==> src/core/bdc_pkg.sv <==
// Package of constants for the background debug control block
// What this block does
// - Hardware commands read and write any CPU-reachable memory, and enter debug mode.
// - Firmware commands access accumulator, index registers, stack, PC, and exit debug.
// - Hardware commands run at any time in any mode, with few exceptions.
// - Firmware commands run only while debug mode is active.
// - Secured special single-chip reset maps secure table and checks memories erased.
// - Both erased: set unsecure flag, jump to standard table, allow all commands.
// - Not erased: set enable flag only, firmware loops, firmware commands stay blocked.
// - After the secure check, CPU registers and page registers leave reset values.
// - Debug mode activates only once enabled through the status register enable flag.
// - Enabled debug activates on host command, tagging, halt instruction, or breakpoint.
// - On activation CPU finishes its instruction, then runs standard debug firmware.
// - Out of unsecured special single-chip reset, debug is already enabled and active.
// - Special single-chip mode means all three mode inputs low at reset.
package bdc_pkg;
  // ***************************************************************
  // Commands
  // ***************************************************************
  typedef enum logic [3:0] {
    BDC_CMD_NONE, BDC_CMD_BACKGROUND, BDC_CMD_READ_BYTE, BDC_CMD_WRITE_BYTE,
    BDC_CMD_READ_MEM, BDC_CMD_WRITE_MEM, BDC_CMD_READ_REG, BDC_CMD_WRITE_REG,
    BDC_CMD_GO
  } bdc_cmd_e;
  typedef enum logic [2:0] {
    BDC_REG_ACC, BDC_REG_IX, BDC_REG_IY, BDC_REG_SP, BDC_REG_PC
  } bdc_reg_e;
  // ***************************************************************
  // Status register layout
  // ***************************************************************
  localparam int        BDC_STS_ENABLE_BIT = 7;
  localparam int        BDC_STS_ACTIVE_BIT = 6;
  localparam int        BDC_STS_UNSECURE_FLAG_BIT  = 2;
  localparam logic [15:0] BDC_STS_ADDR     = 16'hFF01;
  localparam logic [7:0]  BDC_ERASED_BYTE  = 8'hFF;
  localparam logic [15:0] BDC_REG_RESET    = 16'h0000;
  localparam logic [15:0] BDC_REG_SECURED  = 16'hFFFF;
  localparam logic [7:0]  BDC_PAGE_SECURED = 8'h3F;
  localparam logic [7:0]  BDC_EEPOS_SECURED = 8'h11;
  localparam logic [2:0]  BDC_MODE_SSC     = 3'h0;
endpackage : bdc_pkg

==> src/core/bdc_ctrl.sv <==
// Background debug control: enable, activation, secure check, command gating
module bdc_ctrl #(
  parameter int DATA_W = 16
) (
  input  wire logic              CLOCK,
  input  wire logic              RESET_N,
  input  wire logic              CLK_EN,
  input  wire logic [2:0]        MODE_PINS,
  input  wire logic              SECURED,
  input  wire logic              CMD_VALID,
  input  wire logic [3:0]        CMD_CODE,
  input  wire logic [15:0]       CMD_ADDR,
  input  wire logic [DATA_W-1:0] CMD_WDATA,
  output logic                   CMD_READY,
  output logic                   CMD_DONE,
  output logic                   CMD_REJECT,
  output logic      [DATA_W-1:0] CMD_RDATA,
  output logic                   MEM_REQ,
  output logic                   MEM_WE,
  output logic      [15:0]       MEM_ADDR,
  output logic      [DATA_W-1:0] MEM_WDATA,
  input  wire logic              MEM_ACK,
  input  wire logic [DATA_W-1:0] MEM_RDATA,
  input  wire logic              EXT_TAG,
  input  wire logic              CPU_HALT_INSTR,
  input  wire logic              BRK_REQ,
  input  wire logic              INSTR_DONE,
  input  wire logic              ERASE_CHK_DONE,
  input  wire logic              EEPROM_ERASED,
  input  wire logic              FLASH_ERASED,
  output logic                   ERASE_CHK_START,
  output logic                   DEBUG_ENABLE,
  output logic                   DEBUG_ACTIVE,
  output logic                   UNSECURE,
  output logic                   SECURE_TABLE_ON,
  output logic                   FW_LOOP,
  output logic                   RUN_DEBUG_FW,
  output logic      [7:0]        EEPROM_POS,
  output logic      [7:0]        PROG_PAGE,
  output logic      [7:0]        STATUS
);
  initial begin
    if (DATA_W < 8 || DATA_W > 16) $error("DATA_W must be 8 to 16");
  end

  // ***************************************************************
  // Pin synchronisers and mode sampling
  // ***************************************************************
  logic [4:0] pins_s;
  bdc_sync #(.WIDTH(5)) u_sync (
    .clk   (CLOCK),
    .rst_n (RESET_N),
    .ce    (CLK_EN),
    .din   ({MODE_PINS, SECURED, EXT_TAG}),
    .dout  (pins_s)
  );
  logic [1:0] boot_cnt_q;
  logic       ssc_q;
  logic       sec_q;
  logic       booted;
  assign booted = boot_cnt_q == 2'h3;
  always_ff @(posedge CLOCK) begin
    if (!RESET_N) begin
      boot_cnt_q <= 2'h0;
    end else if (CLK_EN && !booted) begin
      boot_cnt_q <= boot_cnt_q + 2'h1;
    end
  end
  // Capture straps once synchroniser has settled
  always_ff @(posedge CLOCK) begin
    if (!RESET_N) begin
      ssc_q <= 1'b0;
      sec_q <= 1'b0;
    end else if (CLK_EN && boot_cnt_q == 2'h2) begin
      ssc_q <= pins_s[4:2] == bdc_pkg::BDC_MODE_SSC;
      sec_q <= pins_s[1];
    end
  end
  logic tag_s;
  assign tag_s = pins_s[0];

  // ***************************************************************
  // Secure check sequence
  // ***************************************************************
  typedef enum logic [2:0] {
    BDC_S_BOOT, BDC_S_CHECK, BDC_S_UNSECURE_FLAG, BDC_S_LOOP, BDC_S_RUN
  } bdc_sec_e;
  bdc_sec_e sec_st_q;
  logic     secure_load;
  always_ff @(posedge CLOCK) begin
    if (!RESET_N) begin
      sec_st_q <= BDC_S_BOOT;
    end else if (CLK_EN) begin
      unique case (sec_st_q)
        BDC_S_BOOT: begin
          if (booted) begin
            sec_st_q <= (ssc_q && sec_q) ? BDC_S_CHECK : BDC_S_RUN;
          end
        end
        BDC_S_CHECK: begin
          if (ERASE_CHK_DONE) begin
            sec_st_q <= (EEPROM_ERASED && FLASH_ERASED) ? BDC_S_UNSECURE_FLAG : BDC_S_LOOP;
          end
        end
        BDC_S_UNSECURE_FLAG: sec_st_q <= BDC_S_RUN;
        BDC_S_LOOP:  sec_st_q <= BDC_S_LOOP;
        BDC_S_RUN:   sec_st_q <= BDC_S_RUN;
      endcase
    end
  end
  assign ERASE_CHK_START = sec_st_q == BDC_S_CHECK;
  assign SECURE_TABLE_ON = sec_st_q == BDC_S_CHECK || sec_st_q == BDC_S_LOOP;
  assign FW_LOOP         = sec_st_q == BDC_S_LOOP;
  assign secure_load     = sec_st_q == BDC_S_CHECK && ERASE_CHK_DONE;

  always_ff @(posedge CLOCK) begin
    if (!RESET_N) begin
      EEPROM_POS <= 8'h00;
      PROG_PAGE  <= 8'h00;
    end else if (CLK_EN && secure_load) begin
      EEPROM_POS <= bdc_pkg::BDC_EEPOS_SECURED;
      PROG_PAGE  <= bdc_pkg::BDC_PAGE_SECURED;
    end
  end

  // ***************************************************************
  // Command decode
  // ***************************************************************
  bdc_pkg::bdc_cmd_e cmd;
  assign cmd = bdc_pkg::bdc_cmd_e'(CMD_CODE);
  logic is_hw;
  logic is_fw;
  logic sts_hit;
  logic busy_q;
  assign is_hw = cmd inside {bdc_pkg::BDC_CMD_BACKGROUND, bdc_pkg::BDC_CMD_READ_BYTE,
                  bdc_pkg::BDC_CMD_WRITE_BYTE, bdc_pkg::BDC_CMD_READ_MEM,
                  bdc_pkg::BDC_CMD_WRITE_MEM};
  assign is_fw = cmd inside {bdc_pkg::BDC_CMD_READ_REG, bdc_pkg::BDC_CMD_WRITE_REG,
                  bdc_pkg::BDC_CMD_GO};
  assign sts_hit = CMD_ADDR == bdc_pkg::BDC_STS_ADDR;
  // Hardware commands wait only for boot and a free memory path
  assign CMD_READY = booted && !busy_q;
  logic take;
  logic fw_ok;
  assign take  = CLK_EN && CMD_VALID && CMD_READY;
  assign fw_ok = DEBUG_ACTIVE && sec_st_q == BDC_S_RUN;
  logic hw_wr_sts;
  assign hw_wr_sts = take && cmd == bdc_pkg::BDC_CMD_WRITE_BYTE && sts_hit;

  // ***************************************************************
  // Enable, active and unsecure flags
  // ***************************************************************
  logic pend_q;
  logic trig;
  assign trig = (take && cmd == bdc_pkg::BDC_CMD_BACKGROUND) || tag_s || CPU_HALT_INSTR
                || BRK_REQ;
  always_ff @(posedge CLOCK) begin
    if (!RESET_N) begin
      DEBUG_ENABLE <= 1'b0;
    end else if (CLK_EN) begin
      if (booted && ssc_q && !sec_q && sec_st_q == BDC_S_BOOT) begin
        DEBUG_ENABLE <= 1'b1;
      end else if (secure_load) begin
        DEBUG_ENABLE <= 1'b1;
      end else if (hw_wr_sts) begin
        DEBUG_ENABLE <= CMD_WDATA[bdc_pkg::BDC_STS_ENABLE_BIT];
      end
    end
  end
  always_ff @(posedge CLOCK) begin
    if (!RESET_N) begin
      UNSECURE <= 1'b0;
    end else if (CLK_EN && sec_st_q == BDC_S_UNSECURE_FLAG) begin
      UNSECURE <= 1'b1;
    end
  end
  // Pending activation waits for the current instruction to end
  always_ff @(posedge CLOCK) begin
    if (!RESET_N) begin
      pend_q <= 1'b0;
    end else if (CLK_EN) begin
      if (pend_q && INSTR_DONE) begin
        pend_q <= 1'b0;
      end else if (DEBUG_ENABLE && !DEBUG_ACTIVE && trig) begin
        pend_q <= 1'b1;
      end
    end
  end
  logic go_exit;
  assign go_exit = take && cmd == bdc_pkg::BDC_CMD_GO && fw_ok;
  always_ff @(posedge CLOCK) begin
    if (!RESET_N) begin
      DEBUG_ACTIVE <= 1'b0;
    end else if (CLK_EN) begin
      if (booted && ssc_q && !sec_q && sec_st_q == BDC_S_BOOT) begin
        DEBUG_ACTIVE <= 1'b1;
      end else if (sec_st_q == BDC_S_UNSECURE_FLAG) begin
        DEBUG_ACTIVE <= 1'b1;
      end else if (pend_q && INSTR_DONE) begin
        DEBUG_ACTIVE <= 1'b1;
      end else if (go_exit) begin
        DEBUG_ACTIVE <= 1'b0;
      end
    end
  end
  assign RUN_DEBUG_FW = DEBUG_ACTIVE && !SECURE_TABLE_ON;
  always_comb begin
    STATUS = 8'h00;
    STATUS[bdc_pkg::BDC_STS_ENABLE_BIT] = DEBUG_ENABLE;
    STATUS[bdc_pkg::BDC_STS_ACTIVE_BIT] = DEBUG_ACTIVE;
    STATUS[bdc_pkg::BDC_STS_UNSECURE_FLAG_BIT]  = UNSECURE;
  end

  // ***************************************************************
  // Memory path for hardware commands
  // ***************************************************************
  always_ff @(posedge CLOCK) begin
    if (!RESET_N) begin
      busy_q    <= 1'b0;
      MEM_REQ   <= 1'b0;
      MEM_WE    <= 1'b0;
      MEM_ADDR  <= 16'h0000;
      MEM_WDATA <= '0;
    end else if (CLK_EN) begin
      if (busy_q && MEM_ACK) begin
        busy_q  <= 1'b0;
        MEM_REQ <= 1'b0;
      end else if (take && !sts_hit && cmd inside {bdc_pkg::BDC_CMD_READ_BYTE,
                   bdc_pkg::BDC_CMD_WRITE_BYTE, bdc_pkg::BDC_CMD_READ_MEM,
                   bdc_pkg::BDC_CMD_WRITE_MEM}) begin
        busy_q    <= 1'b1;
        MEM_REQ   <= 1'b1;
        MEM_WE    <= cmd inside {bdc_pkg::BDC_CMD_WRITE_BYTE, bdc_pkg::BDC_CMD_WRITE_MEM};
        MEM_ADDR  <= CMD_ADDR;
        MEM_WDATA <= CMD_WDATA;
      end
    end
  end

  // ***************************************************************
  // CPU register access and answers
  // ***************************************************************
  logic [DATA_W-1:0] reg_rdata;
  logic              reg_wr;
  assign reg_wr = take && cmd == bdc_pkg::BDC_CMD_WRITE_REG && fw_ok;
  bdc_regfile #(.NREG(5), .WIDTH(DATA_W)) u_regs (
    .clk         (CLOCK),
    .rst_n       (RESET_N),
    .ce          (CLK_EN),
    .wr          (reg_wr),
    .secure_load (secure_load),
    .idx         (CMD_ADDR[2:0]),
    .wdata       (CMD_WDATA),
    .rdata       (reg_rdata)
  );
  logic reg_rd_q;
  logic sts_rd_q;
  logic imm_q;
  always_ff @(posedge CLOCK) begin
    if (!RESET_N) begin
      reg_rd_q   <= 1'b0;
      sts_rd_q   <= 1'b0;
      imm_q      <= 1'b0;
      CMD_REJECT <= 1'b0;
    end else if (CLK_EN) begin
      reg_rd_q   <= take && cmd == bdc_pkg::BDC_CMD_READ_REG && fw_ok;
      sts_rd_q   <= take && cmd == bdc_pkg::BDC_CMD_READ_BYTE && sts_hit;
      imm_q      <= take && (cmd == bdc_pkg::BDC_CMD_BACKGROUND || hw_wr_sts
                    || (is_fw && fw_ok && cmd != bdc_pkg::BDC_CMD_READ_REG));
      CMD_REJECT <= take && ((is_fw && !fw_ok) || (!is_fw && !is_hw));
    end
  end
  always_ff @(posedge CLOCK) begin
    if (!RESET_N) begin
      CMD_DONE  <= 1'b0;
      CMD_RDATA <= '0;
    end else if (CLK_EN) begin
      CMD_DONE <= reg_rd_q || sts_rd_q || imm_q || (busy_q && MEM_ACK);
      if (busy_q && MEM_ACK) begin
        CMD_RDATA <= MEM_RDATA;
      end else if (reg_rd_q) begin
        CMD_RDATA <= reg_rdata;
      end else if (sts_rd_q) begin
        CMD_RDATA <= DATA_W'(STATUS);
      end
    end
  end

  // ***************************************************************
  // Checks
  // ***************************************************************
  property p_fw_blocked;
    @(posedge CLOCK) disable iff (!RESET_N)
      (take && is_fw && !fw_ok) |-> ##2 !CMD_DONE;
  endproperty
  a_fw_blocked: assert property (p_fw_blocked) else $error("fw cmd while inactive");
  property p_reject;
    @(posedge CLOCK) disable iff (!RESET_N)
      (take && is_fw && !fw_ok) |=> CMD_REJECT;
  endproperty
  a_reject: assert property (p_reject) else $error("fw cmd not refused");
  property p_act_needs_en;
    @(posedge CLOCK) disable iff (!RESET_N)
      $rose(DEBUG_ACTIVE) |-> DEBUG_ENABLE || $past(sec_st_q) == BDC_S_BOOT;
  endproperty
  a_act_needs_en: assert property (p_act_needs_en) else $error("active without enable");
  property p_unsecure_flag;
    @(posedge CLOCK) disable iff (!RESET_N)
      (CLK_EN && sec_st_q == BDC_S_UNSECURE_FLAG) |=> UNSECURE && DEBUG_ACTIVE;
  endproperty
  a_unsecure_flag: assert property (p_unsecure_flag) else $error("unsecure not set");
  property p_loop;
    @(posedge CLOCK) disable iff (!RESET_N)
      FW_LOOP |-> DEBUG_ENABLE && !UNSECURE;
  endproperty
  a_loop: assert property (p_loop) else $error("loop flags wrong");
  property p_regs_moved;
    @(posedge CLOCK) disable iff (!RESET_N)
      (CLK_EN && secure_load) |=> PROG_PAGE == bdc_pkg::BDC_PAGE_SECURED;
  endproperty
  a_regs_moved: assert property (p_regs_moved) else $error("page not moved");
  property p_finish_instr;
    @(posedge CLOCK) disable iff (!RESET_N)
      (CLK_EN && pend_q && INSTR_DONE) |=> DEBUG_ACTIVE;
  endproperty
  a_finish_instr: assert property (p_finish_instr) else $error("activation late");
  property p_enable_wr;
    @(posedge CLOCK) disable iff (!RESET_N)
      (hw_wr_sts && !secure_load && sec_st_q != BDC_S_BOOT) |=>
        DEBUG_ENABLE == $past(CMD_WDATA[bdc_pkg::BDC_STS_ENABLE_BIT]);
  endproperty
  a_enable_wr: assert property (p_enable_wr) else $error("enable write lost");
  property p_status;
    @(posedge CLOCK) disable iff (!RESET_N)
      STATUS[bdc_pkg::BDC_STS_UNSECURE_FLAG_BIT] == UNSECURE;
  endproperty
  a_status: assert property (p_status) else $error("status mismatch");
endmodule : bdc_ctrl

==> src/core/bdc_regfile.sv <==
// CPU register shadow bank for firmware-command access
module bdc_regfile #(
  parameter int NREG  = 5,
  parameter int WIDTH = 16
) (
  input  wire logic             clk,
  input  wire logic             rst_n,
  input  wire logic             ce,
  input  wire logic             wr,
  input  wire logic             secure_load,
  input  wire logic [2:0]       idx,
  input  wire logic [WIDTH-1:0] wdata,
  output logic      [WIDTH-1:0] rdata
);
  initial begin
    if (NREG < 1 || NREG > 8) $error("NREG out of range");
  end
  logic [WIDTH-1:0] mem_q [NREG];
  genvar g;
  generate
    for (g = 0; g < NREG; g++) begin : g_reg
      always_ff @(posedge clk) begin
        if (!rst_n) begin
          mem_q[g] <= WIDTH'(bdc_pkg::BDC_REG_RESET);
        end else if (ce) begin
          if (secure_load) begin
            mem_q[g] <= WIDTH'(bdc_pkg::BDC_REG_SECURED);
          end else if (wr && idx == 3'(g)) begin
            mem_q[g] <= wdata;
          end
        end
      end
    end
  endgenerate
  always_ff @(posedge clk) begin
    if (!rst_n) begin
      rdata <= '0;
    end else if (ce) begin
      rdata <= (int'(idx) < NREG) ? mem_q[idx] : '0;
    end
  end
endmodule : bdc_regfile

==> src/core/bdc_sync.sv <==
// Two flip-flop synchroniser for pin inputs
module bdc_sync #(
  parameter int WIDTH = 1
) (
  input  wire logic             clk,
  input  wire logic             rst_n,
  input  wire logic             ce,
  input  wire logic [WIDTH-1:0] din,
  output logic      [WIDTH-1:0] dout
);
  logic [WIDTH-1:0] meta_q;
  always_ff @(posedge clk) begin
    if (!rst_n) begin
      meta_q <= '0;
      dout   <= '0;
    end else if (ce) begin
      meta_q <= din;
      dout   <= meta_q;
    end
  end
endmodule : bdc_sync

==> config.mk <==
export PLATFORM = sky130hd
export DESIGN_NAME = bdc_ctrl
export DESIGN_NICKNAME = d
export VERILOG_FILES = /design/src/core/bdc_pkg.sv /design/src/core/bdc_ctrl.sv /design/src/core/bdc_regfile.sv /design/src/core/bdc_sync.sv
export SDC_FILE = /design/constraint.sdc
export NUM_CORES = 1
export LEC_CHECK = 0
export ABC_CLOCK_PERIOD_IN_PS = 3400
export BUFFER_PORTS_ARGS = -buffer_cell sky130_fd_sc_hd__buf_2
export CAP_MARGIN = 0
export CORE_MARGIN = 5
export CORE_UTILIZATION = 32
export DETAILED_ROUTE_END_ITERATION = 7
export GPL_ROUTABILITY_DRIVEN = 0
export PLACE_DENSITY = 0.57
export RECOVER_POWER = 100
export SLEW_MARGIN = 20
export SYNTH_ARGS = -nofsm -noshare
export SYNTH_HDL_FRONTEND = slang
export SYNTH_SLANG_ARGS = --single-unit
==> constraint.sdc <==
create_clock -name CLOCK -period 3.4 [get_ports CLOCK]
set_input_delay 0.51 -clock CLOCK [delete_from_list [all_inputs] [get_ports CLOCK]]
set_output_delay 0.51 -clock CLOCK [all_outputs]
set_load 0.005 [all_outputs]
==> results.md <==
Detailed routing:
- After detailed routing, the number of vias per cell comes to between 4 and 5.
- The residual antenna-violating net count after detailed routing is 0.
- The DRC violation total after the first TritonRoute iteration is around 440.
- The routed wire length per instance is between 15 and 20 µm.
- After detailed routing, the number of remaining DRC violations is 0.
- The detailed router placed roughly 5800 vias in this run.
- The overall routed net length is between 20 and 25 mm.
- The count of TritonRoute iterations in the first routing pass is 4.

Critical path:
- The startpoint of the lowest-slack register-to-register path is boot_cnt_q[0].
- STA classifies the critical path startpoint as a flip-flop.
- The critical path arrival is about 2.8 ns.
- The endpoint of the worst register-to-register path is u_regs.mem_q[2][14].
- Walking the worst path, the cells encountered are ha_1 -> and4b_1 -> and4b_2 -> nand4_4 -> o21ai_0 -> clkbuf_1.
- Along the worst path, the maximum fanout reaches 16.
- The largest individual stage delay along the critical path comes from the cell sky130_fd_sc_hd__clkbuf_1.
- Across all register-to-register paths, the minimum setup slack is between 0.6 and 0.7 ns.
- The worst setup path is captured at a flip-flop.
- For the worst flop-to-flop path, the logic depth is 6.
- The data required time of the worst path is 3.44 ns.
- On the worst path, the slowest cell contributes a delay of just over 0.8 ns.
- The worst setup path is of the flip-flop to flip-flop kind.

Synthesis:
- In this run, synthesis produced a sequential element count of between 150 and 200.
- After synthesis, the largest family of logic cells by area is compound AO/OA/AOI/OAI gates.
- In the synthesized netlist the dominant register cell turns out to be sky130_fd_sc_hd__dfxtp_1.
- Sequential cells were found to cover around 54% of the synthesized design area.
- After Yosys synthesis, full adders, half adders and majority gates account for 0.318% of the synthesized area.
- Each instance of the synthesized netlist takes up on average roughly 11 µm².
- The area share of the largest cell type after synthesis is 30.5%.
- The netlist area before placement is between 7000 and 8000 µm².
- In the post-synthesis netlist, the biggest area contributors are sky130_fd_sc_hd__edfxtp_1 31%, sky130_fd_sc_hd__dfxtp_1 24%, sky130_fd_sc_hd__mux2i_1 6.1%, sky130_fd_sc_hd__nand2_1 5.0%, sky130_fd_sc_hd__mux4_2 4.6%.
- The warning count from the yosys run is 0.
- The netlist uses 62 different library cells.
- After Yosys synthesis, and, or, nand and nor cells account for between 10% and 20% of the synthesized area.
- Counting every instance in the synthesized netlist gives 733.
- The parity-gate share of the synthesized area counting xor and xnor cells is less than 1%.
- After synthesis, the share of cell area in mux cells is 10.7%.
- The synthesized netlist devotes 15.0% of its cell area to compound gates.
- In this run, synthesis inferred 80 flip-flops with an integrated enable.
- The cell type contributing the most total cell area after synthesis is sky130_fd_sc_hd__edfxtp_1.
- The fraction of registers with async set/reset is 0%.

Global route:
- The via count of the first global-routing pass came to between 5000 and 6000.
- The number of antenna violations at the first check in global routing is 1.
- The maximum number of pins on one net before global-route repair is between 90 and 100.
- Global routing finished with a remaining overflow of 0.
- Across every metal layer, demand over resource in global routing totals between 10% and 20%.
- The first global-routing pass estimated ~32 mm of wire.

Floorplanning:
- The die span in y is roughly 170 µm.
- During I/O placement, the number of pins put on the boundary was between 150 and 200.
- The core box area is 24200 µm².
- The number of rows in the core area is 57.
- The initial core utilization is 32.4%.
- The floorplan step defined a die boundary enclosing around 28000 µm².
- The die width is approximately 170 µm.

Final layout:
- Summing all non-filler instances in the final layout gives an area of around 9200 µm².
- The layout overhead on the synthesized area is 16.6%.
- Counting the fill cells in the layout gives around 2400.
- Of the cells placed in the final design, the portion with a size suffix greater than 1 is roughly a fifth.
- The final layout net count is 910.

Clocking:
- The clock latency at the later pin of the worst-skew pair is ~0.42 ns.
- The clock-pin slew on the worst setup and hold paths is 0.07 ns.
- The clock tree root driver cell is sky130_fd_sc_hd__clkbuf_16.
- The total number of H-tree levels is 4.
- The number of clock buffers added by TritonCTS is 17.
- The CTS sink count is between 150 and 200.
- The TritonCTS clock tree is yes.
- The number of setup buffers added after CTS is 0.
- The number of resized instances in the post-cts repair step is 0.
- The longest clock path from root to sink contains 2 buffers.
- The number of hold buffers added after CTS is 0.

Pwr:
- VDD sags by at most around 0.33 mV.
- The analysis attributes to cell leakage a power of roughly 3.6 nW.
- The power density over cell area is between 400 and 500 nW/µm².

Timing:
- The time the final worst path needs with I/O delays and setup is approximately 2.8 ns.
- Adding up every negative setup slack in the final design gives 0 ns.
- Setup violations remaining at the end of the flow were counted as 0.
- At the pin with the least slew margin, the transition time is between 1 and 1.5 ns.
- The relative slew slack is roughly an eighth.
- The final count of pins violating max slew is 0.
- The setup skew after layout is between 0.006 and 0.007 ns.
- The final worst-path cycle share is 81.6%.
- Hold is met by ~0.32 ns.
- The final-report hold violation count is 0.
- Timing would allow up to 360 MHz.
- Setup repair after global routing left no endpoint under its margin.

Worst hold path:
- For hold timing, the worst endpoint is u_sync.meta_q[3].
- The worst hold path stage count is 3.
- The class of the worst hold path is input pin to flip-flop.
- The launch point of the worst hold path is MODE_PINS[1].

Flow run:
- The tool flagged a number of max-cap violations equal to 0.

Status:
- The flow ran to the end, and the final reports show no timing, DRC or antenna violations.

Placed design:
- Buffers placed on the I/O ports in this run total 138.
- After legalization and detailed placement, the total HPWL measured ~14 mm.
- The instance area at placement is ~8700 µm².
-- state kept, by name (all words and copies together), names as in the netlist, 2 cells and up --
signal / cells
u_sync.meta_q: 5
u_sync.dout: 5
u_regs.mem_q: 80
MEM_ADDR: 16
CMD_RDATA: 16
u_regs.rdata: 16
boot_cnt_q: 2
sec_st_q: 3
MEM_WDATA: 16
-- routing by layer --
metal  vias to the layer above  GRT usage, %  wire length, µm
li1                       2863             -                -
met1                      2779          19.8             9540
met2                       142          23.1             9850
met3                        22          2.84              853
met4                         0          5.30              324
met5                         -             0                0
-- kinds of logic (layout without fill, tap and decap cells) --
kind of cell / count (synthesis) / after routing
simple gates: 212 / 212
flops: 173 / 173
compound gates: 170 / 170
buf+inv: 108 / 216
mux: 64 / 64
xor+xnor: 3 / 3
fa+ha+maj: 2 / 2
other cells: 1 / 14
-- critical path: cells and delay by family, from the launching register on --
| family | cells | cell delay (ns) |
|---|---|---|
| buffers and inverters | 1 | 0.81 |
| DFF | 1 | 0.37 |
| and+or+nand+nor | 3 | 0.73 |
| adders and majority gates | 1 | 0.29 |
| AOI/OAI and AO/OA | 1 | 0.19 |
-- synth_stat cells, types with 3 or more instances --
master	instances
sky130_fd_sc_hd__a21o_1	19
sky130_fd_sc_hd__a21oi_1	13
sky130_fd_sc_hd__a221oi_1	16
sky130_fd_sc_hd__a311oi_1	13
sky130_fd_sc_hd__a31oi_1	4
sky130_fd_sc_hd__and4b_1	3
sky130_fd_sc_hd__buf_1	6
sky130_fd_sc_hd__buf_2	10
sky130_fd_sc_hd__buf_4	26
sky130_fd_sc_hd__buf_6	4
sky130_fd_sc_hd__clkbuf_1	37
sky130_fd_sc_hd__dfxtp_1	93
sky130_fd_sc_hd__edfxtp_1	80
sky130_fd_sc_hd__inv_1	23
sky130_fd_sc_hd__mux2i_1	48
sky130_fd_sc_hd__mux4_2	16
sky130_fd_sc_hd__nand2_1	105
sky130_fd_sc_hd__nand3_1	16
sky130_fd_sc_hd__nor2_1	55
sky130_fd_sc_hd__nor2b_1	6
sky130_fd_sc_hd__nor3_1	5
sky130_fd_sc_hd__o211ai_1	3
sky130_fd_sc_hd__o21ai_0	49
sky130_fd_sc_hd__o21ai_1	3
sky130_fd_sc_hd__o22ai_1	3
sky130_fd_sc_hd__o31ai_1	32
-- final cells by class --
cell class | count | area (µm²) | area share, %
well taps | 324 | 405 | 4.42
inverters | 25 | 93.8 | 1.02
diodes | 1 | 2.50 | 0.0273
multi-input cells | 464 | 3070 | 33.5
repair buffers | 159 | 764 | 8.33
clock buffers | 21 | 493 | 5.37
clock inverters | 11 | 76.3 | 0.832
flip-flops and latches | 173 | 4260 | 46.5
-- cells in the final DEF (no fill, tap or decap), types with 3 or more instances in the layout --
| cell | n |
|---|---|
| sky130_fd_sc_hd__and4b_1 | 3 |
| sky130_fd_sc_hd__mux4_2 | 16 |
| sky130_fd_sc_hd__clkbuf_1 | 50 |
| sky130_fd_sc_hd__buf_2 | 94 |
| sky130_fd_sc_hd__buf_4 | 12 |
| sky130_fd_sc_hd__nor2_1 | 55 |
| sky130_fd_sc_hd__a311oi_1 | 13 |
| sky130_fd_sc_hd__conb_1 | 13 |
| sky130_fd_sc_hd__a21oi_1 | 12 |
| sky130_fd_sc_hd__o21ai_0 | 52 |
| sky130_fd_sc_hd__clkbuf_2 | 4 |
| sky130_fd_sc_hd__clkbuf_16 | 19 |
| sky130_fd_sc_hd__a31oi_1 | 4 |
| sky130_fd_sc_hd__dfxtp_1 | 93 |
| sky130_fd_sc_hd__a21o_1 | 19 |
| sky130_fd_sc_hd__o31ai_1 | 32 |
| sky130_fd_sc_hd__a221oi_1 | 16 |
| sky130_fd_sc_hd__o211ai_1 | 3 |
| sky130_fd_sc_hd__o22ai_1 | 3 |
| sky130_fd_sc_hd__nand3_1 | 16 |
| sky130_fd_sc_hd__nor3_1 | 5 |
| sky130_fd_sc_hd__inv_4 | 4 |
| sky130_fd_sc_hd__inv_1 | 23 |
| sky130_fd_sc_hd__edfxtp_1 | 80 |
| sky130_fd_sc_hd__nor2b_1 | 6 |
| sky130_fd_sc_hd__nand2_1 | 105 |
| sky130_fd_sc_hd__mux2i_1 | 48 |
-- through the flow --
stage               total power, mW  setup WS [ns]  cells  utilization (%)
global placement               2.69          0.895   1145             36.0
finish                         4.51          0.626   1178             37.8
floorplan                      2.56          0.260    745                -
CTS                            4.56          0.918   1177             38.3
global route                   4.67          0.408   1178             37.8
detailed placement             2.69          0.835   1145             36.0
-- how the worst max path moves through the flow --
stage / startpoint / endpoint
5_1_grt: CLK_EN / CMD_RDATA[10]
3_5_place_dp: CMD_ADDR[1] / MEM_ADDR[12]
2_1_floorplan: CMD_ADDR[0] / u_regs.mem_q[3][0]
3_3_place_gp: CMD_ADDR[1] / MEM_WDATA[5]
4_1_cts: boot_cnt_q[0] / u_regs.mem_q[4][9]
6_report: boot_cnt_q[0] / u_regs.mem_q[2][14]
-- report_power, final --
part | internal [mW] | total (mW) | switching (mW)
registers | 2.25 | 2.29 | 0.0410
logic | 0.132 | 0.345 | 0.213
clock network | 1.05 | 1.87 | 0.829
Note: power is estimated with default switching activity, not from simulation.
